[config.mk]
export PLATFORM = sky130hd
export DESIGN_NAME = lms_master
export DESIGN_NICKNAME = d
export VERILOG_FILES = /design/src/lms_pkg.sv /design/src/lms_steer_if.sv /design/src/lms_master.sv /design/src/lms_steer.sv
export VERILOG_INCLUDE_DIRS = /design/src /design/src/src
export SDC_FILE = /design/constraint.sdc
export NUM_CORES = 1
export LEC_CHECK = 0
export BUFFER_PORTS_ARGS = -buffer_cell sky130_fd_sc_hd__buf_2
export CAP_MARGIN = 20
export CORE_ASPECT_RATIO = 0.7
export CORE_MARGIN = 5
export CORE_UTILIZATION = 40
export DETAILED_ROUTE_END_ITERATION = 7
export GPL_ROUTABILITY_DRIVEN = 0
export PLACE_DENSITY_LB_ADDON = 0.15
export SLEW_MARGIN = 5
export SYNTH_ARGS = -nofsm -noshare
export SYNTH_HDL_FRONTEND = slang
export SYNTH_SLANG_ARGS = --single-unit
[constraint.sdc]
create_clock -name pclk -period 2.49 [get_ports pclk]
set_input_delay 0.1245 -clock pclk [delete_from_list [all_inputs] [get_ports pclk]]
set_output_delay 0.1245 -clock pclk [all_outputs]
set_load 0.05 [all_outputs]
[src/lms_regs.svh]
`ifndef LMS_REGS_SVH
`define LMS_REGS_SVH

// ----------------------------------------
// Register byte offsets
// ----------------------------------------
`define LMS_OFF_ADDR 12'h000
`define LMS_OFF_WDATA 12'h004
`define LMS_OFF_CTRL 12'h008
`define LMS_OFF_STATUS 12'h00c
`define LMS_OFF_LOAD 12'h010
`define LMS_OFF_CONFIG 12'h014

// ----------------------------------------
// Field positions
// ----------------------------------------
`define LMS_CTRL_GO 0
`define LMS_CTRL_WR 1
`define LMS_CTRL_SIZE 2
`define LMS_CTRL_TGT 4
`define LMS_CTRL_ISIDE 6
`define LMS_ST_BUSY 0
`define LMS_ST_DONE 1
`define LMS_ST_REFUSED 2
`define LMS_ST_PEND 3

// ----------------------------------------
// Encodings and reset values
// ----------------------------------------
`define LMS_SIZE_BYTE 2'h0
`define LMS_SIZE_HALF 2'h1
`define LMS_SIZE_WORD 2'h2
`define LMS_TGT_W32 2'h0
`define LMS_TGT_W16 2'h1
`define LMS_TGT_W8 2'h2
`define LMS_LANE_BYTE 4'h8
`define LMS_LANE_HALF 4'hc
`define LMS_LANE_WORD 4'hf
`define LMS_DATA_W 32
`define LMS_RST_WORD 32'h0000_0000

`endif

[src/lms_pkg.sv]
package lms_pkg;

  typedef logic [1:0] lms_size_t;

  typedef enum logic [0:0] {LMS_IDLE, LMS_XFER} lms_state_e;

  typedef struct packed {
    logic iside;
    logic [1:0] tgt;
    lms_size_t size;
    logic wr;
  } lms_cmd_s;

endpackage

[src/lms_steer_if.sv]
`timescale 1ns/1ps

interface lms_steer_if;
  logic [1:0] cmd_lo;
  lms_pkg::lms_size_t cmd_size;
  logic [1:0] cmd_tgt;
  logic [31:0] store_src;
  logic [3:0] lane_sel;
  logic [31:0] store_lanes;
  logic bad;
  logic [1:0] rsp_lo;
  lms_pkg::lms_size_t rsp_size;
  logic [31:0] rsp_lanes;
  logic [31:0] load_val;

  modport core (
    output cmd_lo,
    output cmd_size,
    output cmd_tgt,
    output store_src,
    output rsp_lo,
    output rsp_size,
    output rsp_lanes,
    input lane_sel,
    input store_lanes,
    input bad,
    input load_val
  );

  modport steer (
    input cmd_lo,
    input cmd_size,
    input cmd_tgt,
    input store_src,
    input rsp_lo,
    input rsp_size,
    input rsp_lanes,
    output lane_sel,
    output store_lanes,
    output bad,
    output load_val
  );
endinterface

[src/lms_master.sv]
`timescale 1ns/1ps
`include "lms_regs.svh"

// Function
// - Store data appears with the start strobe and holds until ready is seen.
// - Only selected lanes carry write data; other lanes are don't-care.
// - Start strobe is high only in a transfer's first cycle.
// - Read strobe rises at transfer start and falls the cycle after ready.
// - A read following ready directly keeps the read strobe high.
// - Write strobe rises at transfer start and falls the cycle after ready.
// - A write following ready directly keeps the write strobe high.
// - Ready at a rising edge ends the transfer; next may start next cycle.
// - All local bus signalling runs on the single core clock.
// - Byte/half/word to 32-bit, byte/half to 16-bit, byte to 8-bit targets.
// - Transfers wider than the target are refused, never split.
// - Lane selects come from size and the two low address bits.
// - Loads move the selected lanes to the low end of the result.
// - Steering has no left-justify mode: narrow targets get data on the lanes their address selects.
// - Data side peripheral or both; instruction side local, both or peripheral.
// - Presence options are 0/1 parameters defaulting to 1; barrel defaults 0.
// - Address and lane selects stay valid while the start strobe is high.
// - Every local bus signal is active high.
module lms_master #(
  parameter bit dside_periph_present = 1'b1,
  parameter bit dside_local_present = 1'b1,
  parameter bit iside_periph_present = 1'b1,
  parameter bit iside_local_present = 1'b1,
  parameter bit use_barrel = 1'b0
) (
  input wire logic pclk,
  input wire logic presetn,
  input wire logic psel,
  input wire logic penable,
  input wire logic pwrite,
  input wire logic [11:0] paddr,
  input wire logic [31:0] pwdata,
  output logic [31:0] prdata,
  output logic pready,
  output logic pslverr,
  output logic [31:0] d_addr,
  output logic [3:0] d_lane_sel,
  output logic [`LMS_DATA_W-1:0] d_wdata,
  output logic d_transfer_start_strobe,
  output logic d_rd_strobe,
  output logic d_wr_strobe,
  input wire logic [`LMS_DATA_W-1:0] d_rdata,
  input wire logic d_ready,
  output logic [31:0] i_addr,
  output logic i_transfer_start_strobe,
  output logic i_fetch_strobe,
  input wire logic [`LMS_DATA_W-1:0] i_rdata,
  input wire logic i_ready
);

  // ----------------------------------------
  // APB slave
  // ----------------------------------------
  logic pready_q;
  logic pslverr_q;
  logic [31:0] prdata_q;
  wire logic apb_access = psel & penable & ~pready_q;
  wire logic apb_take = psel & penable & pready_q;
  wire logic sel_addr = (paddr == `LMS_OFF_ADDR);
  wire logic sel_wdata = (paddr == `LMS_OFF_WDATA);
  wire logic sel_ctrl = (paddr == `LMS_OFF_CTRL);
  wire logic sel_status = (paddr == `LMS_OFF_STATUS);
  wire logic sel_load = (paddr == `LMS_OFF_LOAD);
  wire logic sel_config = (paddr == `LMS_OFF_CONFIG);
  wire logic hit = sel_addr | sel_wdata | sel_ctrl | sel_status | sel_load | sel_config;
  // Writes land at the edge the master sees ready
  wire logic wr_take = apb_take & pwrite & hit;
  wire logic [31:0] clr = (wr_take & sel_status) ? pwdata : 32'h0000_0000;

  // ----------------------------------------
  // Software registers
  // ----------------------------------------
  logic [31:0] addr_q;
  logic [31:0] wdata_q;
  logic [31:0] load_q;
  logic pend_q;
  lms_pkg::lms_cmd_s pend_cmd_q;
  logic done_q;
  logic refused_q;
  lms_pkg::lms_state_e state_q;
  lms_pkg::lms_state_e state_d;
  logic cur_iside_q;
  logic cur_wr_q;
  logic [1:0] cur_lo_q;
  lms_pkg::lms_size_t cur_size_q;

  wire lms_pkg::lms_cmd_s new_cmd = '{
    iside: pwdata[`LMS_CTRL_ISIDE],
    tgt: pwdata[`LMS_CTRL_TGT+:2],
    size: pwdata[`LMS_CTRL_SIZE+:2],
    wr: pwdata[`LMS_CTRL_WR]
  };
  // One-deep slot: lets a transfer launch right at the previous ready
  wire logic go_req = wr_take & sel_ctrl & pwdata[`LMS_CTRL_GO];
  wire logic go_accept = go_req & ~pend_q;
  wire logic go_refuse = go_req & pend_q;

  // ----------------------------------------
  // Transfer sequencing
  // ----------------------------------------
  wire logic busy = (state_q == lms_pkg::LMS_XFER);
  wire logic cur_ready = cur_iside_q ? i_ready : d_ready;
  wire logic done_now = busy & cur_ready;
  wire logic slot_free = ~busy | done_now;
  wire logic launch = pend_q & slot_free;
  // Data side without a local port is peripheral only here
  wire logic side_missing = pend_cmd_q.iside ? ~iside_local_present : ~dside_local_present;
  lms_steer_if sif ();
  wire logic launch_bad = launch & (sif.bad | side_missing |
    (pend_cmd_q.iside & pend_cmd_q.wr));
  wire logic launch_ok = launch & ~launch_bad;
  wire logic launch_d = launch_ok & ~pend_cmd_q.iside;
  wire logic launch_rd = launch_d & ~pend_cmd_q.wr;
  wire logic launch_wr = launch_d & pend_cmd_q.wr;
  wire logic launch_i = launch_ok & pend_cmd_q.iside;

  assign sif.cmd_lo = addr_q[1:0];
  assign sif.cmd_size = pend_cmd_q.iside ? `LMS_SIZE_WORD : pend_cmd_q.size;
  assign sif.cmd_tgt = pend_cmd_q.iside ? `LMS_TGT_W32 : pend_cmd_q.tgt;
  assign sif.store_src = wdata_q;
  assign sif.rsp_lo = cur_lo_q;
  assign sif.rsp_size = cur_size_q;
  assign sif.rsp_lanes = cur_iside_q ? i_rdata : d_rdata;

  lms_steer u_steer (
    .sif(sif)
  );

  always_comb
  begin
    case (state_q)
      lms_pkg::LMS_IDLE: state_d = launch_ok ? lms_pkg::LMS_XFER : lms_pkg::LMS_IDLE;
      lms_pkg::LMS_XFER: state_d = (done_now & ~launch_ok) ? lms_pkg::LMS_IDLE : lms_pkg::LMS_XFER;
      default: state_d = lms_pkg::LMS_IDLE;
    endcase
  end

  // ----------------------------------------
  // Read mux
  // ----------------------------------------
  wire logic [31:0] status_word = {28'h000_0000, pend_q, refused_q, done_q, busy};
  wire logic [31:0] ctrl_word = {25'h000_0000, pend_cmd_q, pend_q};
  wire logic [31:0] config_word = {16'h0000, 8'(`LMS_DATA_W), 3'h0, use_barrel,
    iside_periph_present, iside_local_present, dside_periph_present, dside_local_present};
  wire logic [31:0] rd_word = sel_addr ? addr_q : sel_wdata ? wdata_q :
    sel_ctrl ? ctrl_word : sel_status ? status_word : sel_load ? load_q :
    sel_config ? config_word : 32'h0000_0000;

  always_ff @(posedge pclk or negedge presetn)
  begin
    if (!presetn)
    begin
      pready_q <= 1'b0;
      pslverr_q <= 1'b0;
      prdata_q <= `LMS_RST_WORD;
    end
    else
    begin
      pready_q <= apb_access;
      pslverr_q <= apb_access & ~hit;
      prdata_q <= (apb_access & ~pwrite) ? rd_word : `LMS_RST_WORD;
    end
  end

  always_ff @(posedge pclk or negedge presetn)
  begin
    if (!presetn)
    begin
      addr_q <= `LMS_RST_WORD;
      wdata_q <= `LMS_RST_WORD;
      pend_q <= 1'b0;
      pend_cmd_q <= '0;
    end
    else
    begin
      addr_q <= (wr_take & sel_addr) ? pwdata : addr_q;
      wdata_q <= (wr_take & sel_wdata) ? pwdata : wdata_q;
      pend_q <= go_accept | (pend_q & ~launch);
      pend_cmd_q <= go_accept ? new_cmd : pend_cmd_q;
    end
  end

  // Sticky flags: a set in the clearing cycle wins
  always_ff @(posedge pclk or negedge presetn)
  begin
    if (!presetn)
    begin
      done_q <= 1'b0;
      refused_q <= 1'b0;
      load_q <= `LMS_RST_WORD;
    end
    else
    begin
      done_q <= done_now | (done_q & ~clr[`LMS_ST_DONE]);
      refused_q <= launch_bad | go_refuse | (refused_q & ~clr[`LMS_ST_REFUSED]);
      load_q <= (done_now & ~cur_wr_q) ? sif.load_val : load_q;
    end
  end

  always_ff @(posedge pclk or negedge presetn)
  begin
    if (!presetn)
    begin
      state_q <= lms_pkg::LMS_IDLE;
      cur_iside_q <= 1'b0;
      cur_wr_q <= 1'b0;
      cur_lo_q <= 2'h0;
      cur_size_q <= `LMS_SIZE_BYTE;
    end
    else
    begin
      state_q <= state_d;
      cur_iside_q <= launch_ok ? pend_cmd_q.iside : cur_iside_q;
      cur_wr_q <= launch_ok ? pend_cmd_q.wr : cur_wr_q;
      cur_lo_q <= launch_ok ? addr_q[1:0] : cur_lo_q;
      cur_size_q <= launch_ok ? sif.cmd_size : cur_size_q;
    end
  end

  // ----------------------------------------
  // Local bus outputs, all active high
  // ----------------------------------------
  always_ff @(posedge pclk or negedge presetn)
  begin
    if (!presetn)
    begin
      d_addr <= `LMS_RST_WORD;
      d_lane_sel <= 4'h0;
      d_wdata <= `LMS_RST_WORD;
      d_transfer_start_strobe <= 1'b0;
      d_rd_strobe <= 1'b0;
      d_wr_strobe <= 1'b0;
    end
    else
    begin
      d_addr <= launch_d ? addr_q : d_addr;
      d_lane_sel <= launch_d ? sif.lane_sel : d_lane_sel;
      d_wdata <= launch_wr ? sif.store_lanes : d_wdata;
      d_transfer_start_strobe <= launch_d;
      d_rd_strobe <= launch_rd | (d_rd_strobe & ~d_ready);
      d_wr_strobe <= launch_wr | (d_wr_strobe & ~d_ready);
    end
  end

  always_ff @(posedge pclk or negedge presetn)
  begin
    if (!presetn)
    begin
      i_addr <= `LMS_RST_WORD;
      i_transfer_start_strobe <= 1'b0;
      i_fetch_strobe <= 1'b0;
    end
    else
    begin
      i_addr <= launch_i ? addr_q : i_addr;
      i_transfer_start_strobe <= launch_i;
      i_fetch_strobe <= launch_i | (i_fetch_strobe & ~i_ready);
    end
  end

  assign prdata = prdata_q;
  assign pready = pready_q;
  assign pslverr = pslverr_q;
endmodule // lms_master

[src/lms_steer.sv]
`timescale 1ns/1ps
`include "lms_regs.svh"

module lms_steer (
  lms_steer_if.steer sif
);

  // ----------------------------------------
  // Helpers
  // ----------------------------------------
  // Lane 0 is the most significant byte
  function automatic logic [7:0] lane_byte(input logic [31:0] w, input logic [1:0] k);
    case (k)
      2'h0: lane_byte = w[31:24];
      2'h1: lane_byte = w[23:16];
      2'h2: lane_byte = w[15:8];
      default: lane_byte = w[7:0];
    endcase
  endfunction

  function automatic logic [31:0] lane_mask(input logic [3:0] sel);
    lane_mask = {{8{sel[3]}}, {8{sel[2]}}, {8{sel[1]}}, {8{sel[0]}}};
  endfunction

  // ----------------------------------------
  // Lane selects and legality
  // ----------------------------------------
  wire logic is_byte = (sif.cmd_size == `LMS_SIZE_BYTE);
  wire logic is_half = (sif.cmd_size == `LMS_SIZE_HALF);
  wire logic is_word = (sif.cmd_size == `LMS_SIZE_WORD);
  wire logic misaligned = (is_half & sif.cmd_lo[0]) | (is_word & (sif.cmd_lo != 2'h0));
  // No conversion cycles: too wide for the target is refused whole
  wire logic too_wide = ((sif.cmd_tgt == `LMS_TGT_W16) & is_word) |
    ((sif.cmd_tgt == `LMS_TGT_W8) & ~is_byte) | (sif.cmd_tgt == 2'h3);
  assign sif.bad = misaligned | too_wide | (sif.cmd_size == 2'h3);

  // Narrow targets use the lanes their offset selects, offset 0 on lane 0
  assign sif.lane_sel = is_byte ? (`LMS_LANE_BYTE >> sif.cmd_lo) :
    is_half ? (`LMS_LANE_HALF >> sif.cmd_lo) : `LMS_LANE_WORD;

  // Unselected lanes are driven zero, never meaningful
  wire logic [31:0] store_rep = is_byte ? {4{sif.store_src[7:0]}} :
    is_half ? {2{sif.store_src[15:0]}} : sif.store_src;
  assign sif.store_lanes = store_rep & lane_mask(sif.lane_sel);

  // ----------------------------------------
  // Load steering
  // ----------------------------------------
  wire logic [15:0] half_sel = sif.rsp_lo[1] ? sif.rsp_lanes[15:0] : sif.rsp_lanes[31:16];
  assign sif.load_val = (sif.rsp_size == `LMS_SIZE_BYTE) ?
    {24'h00_0000, lane_byte(sif.rsp_lanes, sif.rsp_lo)} :
    (sif.rsp_size == `LMS_SIZE_HALF) ? {16'h0000, half_sel} : sif.rsp_lanes;

endmodule // lms_steer

==> impl_metrics.ini <==
[worst_setup_path]
crit_type = reg2reg
arrival_ns = 2.69
startpoint_type = flop
worstPathMaxFanout = 32
critPathLaunch = cur_iside_q$_DFFE_PN0P_
rr_startpoint = cur_iside_q$_DFFE_PN0P_
rrSetupSlack_ns = 0.20
cp-endpoint = d_wdata[16]$_DFFE_PN0P_
end_kind = flop
reg2regPathDepth = 6
reg2reg_to = d_wdata[16]$_DFFE_PN0P_
cp.required_ns = 2.89

[floorplan]
die-area_sq_um = 32700
initial_core_util_pct = 40.5
fp.coreArea_sq_um = 28800
die_w_microns = 214
io_pins = 254
rows = 52
die_h_microns = 153

[yosys]
avgSynthCellArea_sq_um = 13.0
ys_warn_count = 0
synth_top_flop_cell = dfrtp_1
netlist_instances = 899
synthesis.area_sq_um = 11700
ys_types = 50
ys_seq_elements = 251
synth.net_count = 1018
synth-async-reset-ratio_pct = 100
seq_area_frac_synth_pct = 53.8
synth_edf_count = 0

[power]
p_switching_mw = 1.90
swShare_pct = 22.3
pwr-share-comb_pct = 5.5
leakagePower_nw = 7.60
pwr-share-seq_pct = 48.3
power.share.clock_pct = 46.2
vdd_ir_drop_max_mv = 0.447
power.internal_mw = 6.62
power_density_nw_per_um2 = 576

[drt]
firstDrtPassIters = 4
num_vias = 8647
drtIter0Drc = 562
detail_route.wl_per_cell_microns = 23.1
drt_wl_total_microns = 36900
drc = 0
ant_nets = 0
vias_per_cell = 5.42

[global_routing]
grt_pass1_wl_microns = 57200
gr-total-overflow = 0
antenna_found_initial = 0
grt_usage_pct = 22.2
grt_pass1_vias = 9028
grt_max_degree = 91

[clock_network]
clkSinkCount = 251
clk_path_buf_depth = 3
cts_tree = yes
cts-resized-gates = 0
clk_latency_ns = 0.53
root_buffer = clkbuf_16
cts_buffers = 26
cts.clk_slew.worst_paths_ns = 0.07
postCtsSetupBuffers = 0
hold_buffers = 40
htree_levels = 1

[hold_path]
hp-class = in2reg

[place]
place_ws_ns = 0.173
dp_hpwl_microns = 27300
dp.cells = 1510
portBuffers = 253

[job]
max-cap-violations = 0

[final_layout]
final_cell_mix = 252 x buf_2, 250 x dfrtp_1, 170 x mux2_2, 57 x nand2_1, 47 x mux2i_1
nets = 1319
mostFrequentLayoutCell = buf_2
syn_to_final_growth_pct = 26.9
drive_gt1_share_pct = 45.6
fin_cells = 1594
insertedDiodeCount = 0

[sta]
slew_headroom_pct = 55.7
slew_viol_final = 0
hold_viol = 0
fin_crit_sh_pct = 91.8
worst_slack_ns = 0.205
tns_ns = 0
max_freq_mhz = 438
fin_skew_ns = 0.0169
period_needed_ns = 2.29
holdWs_ns = 0.0198
final-setup-viol-count = 0
worst_pin_slew_ns = 0.664
rsz0062_at_grt = no

[run_status]
outcome = completed
-- power groups by stage --
stage	clock (mW)	combinational, mW	sequential [mW]
after floorplan	0	0.135	4.19
after global placement	0	0.417	4.19
after detailed placement	0	0.420	4.19
after CTS	4.02	0.471	4.12
after global routing	4.18	0.512	4.11
final	3.94	0.466	4.12
-- cells by family (layout without fill, tap and decap cells) --
| kind of cell | after synthesis | in the layout | synth area share (%) |
|---|---|---|---|
| compound gates | 115 | 115 | 7.14 |
| fa+ha+maj | 4 | 4 | 0.429 |
| buf+inv | 84 | 401 | 3.25 |
| flops | 251 | 251 | 53.8 |
| mux | 251 | 251 | 26.8 |
| simple gates | 194 | 194 | 8.52 |
-- final cells by class --
type | instances | area [sq um]
Timing Repair Buffer | 333 | 2060
Tap cell | 378 | 473
Fill cell | 2577 | 14000
Clock buffer | 35 | 756
Clock inverter | 9 | 101
Multi-Input combinational cell | 564 | 5030
Inverter | 24 | 90.1
Sequential cell | 251 | 6280
-- through the flow --
step / area [sq um] / power, mW / util (%)
global route: 14800 / 8.81 / 51.3
global placement: 13500 / 4.61 / 47.0
floorplan: 11700 / 4.32 / -
detailed placement: 13500 / 4.61 / 47.0
finish: 14800 / 8.52 / 51.3
CTS: 14800 / 8.61 / 51.3
-- metal layers --
metal  wire [microns]  GRT usage (%)
met5                0              0
met4              505           3.22
met3             2090           3.36
met2            16500           34.5
met1            17800           34.0
-- how the worst min path moves through the flow --
stage	start	slack [ns]	cells after the start	endpoint
final	i_rdata[17]	0.02	4	load_q[17]$_DFFE_PN0P_
after global placement	presetn	0.06	1	d_addr[29]$_DFFE_PN0N_
after CTS	i_rdata[17]	0.003	4	load_q[17]$_DFFE_PN0P_
after detailed placement	presetn	0.06	1	d_addr[30]$_DFFE_PN0N_
after floorplan	presetn	-0.17	0	addr_q[0]$_DFFE_PN0P_
after global routing	d_rdata[30]	0.04	4	load_q[30]$_DFFE_PN0P_
-- worst max-delay path, cell delays in order, from the launching register on --
cell	delay, ns
dfrtp_2	0.39
mux2i_1	0.45
a21boi_1	0.20
buf_4	0.20
nand4_1	0.11
buf_4	0.42
mux2_2	0.39
-- state kept, by name, summed over array words and instances, names as in the netlist, 2 cells and up --
signal and flops:
addr_q 32, d_addr 32, d_wdata 32, i_addr 32
load_q 32, prdata 32, sif.store_src 32, ctrl_word 6
d_lane_sel 4, cur_lo_q 2, cur_size_q 2
-- cell usage after synthesis, types with 2 or more instances --
cell       instances  area (sq um)
o21a_1             2          15.0
or3_1              4          25.0
nand2b_1          27           169
a31oi_1           10          62.6
mux2_1             2          22.5
buf_2             12          60.1
nor3_1            27           135
a211oi_1           8          60.1
buf_1              3          11.3
mux4_2            32           721
mux2_2           170          1910
o22ai_1            9          56.3
or2_2              5          31.3
a22oi_1           28           210
nand2_1           57           214
mux2i_1           47           470
nand4_1            5          31.3
buf_6              6          67.6
o22a_1             3          26.3
and4_1             2          17.5
inv_1             24          90.1
a22o_1            18           158
clkbuf_1          38           143
dfrtp_1          251          6280
nor2_1            34           128
nor4_1             2          12.5
o21ai_0           21           105
nand3_1           20           100
ha_1               4          50.1
o2bb2ai_1          8          70.1
Power figures use the tool's default switching activity.
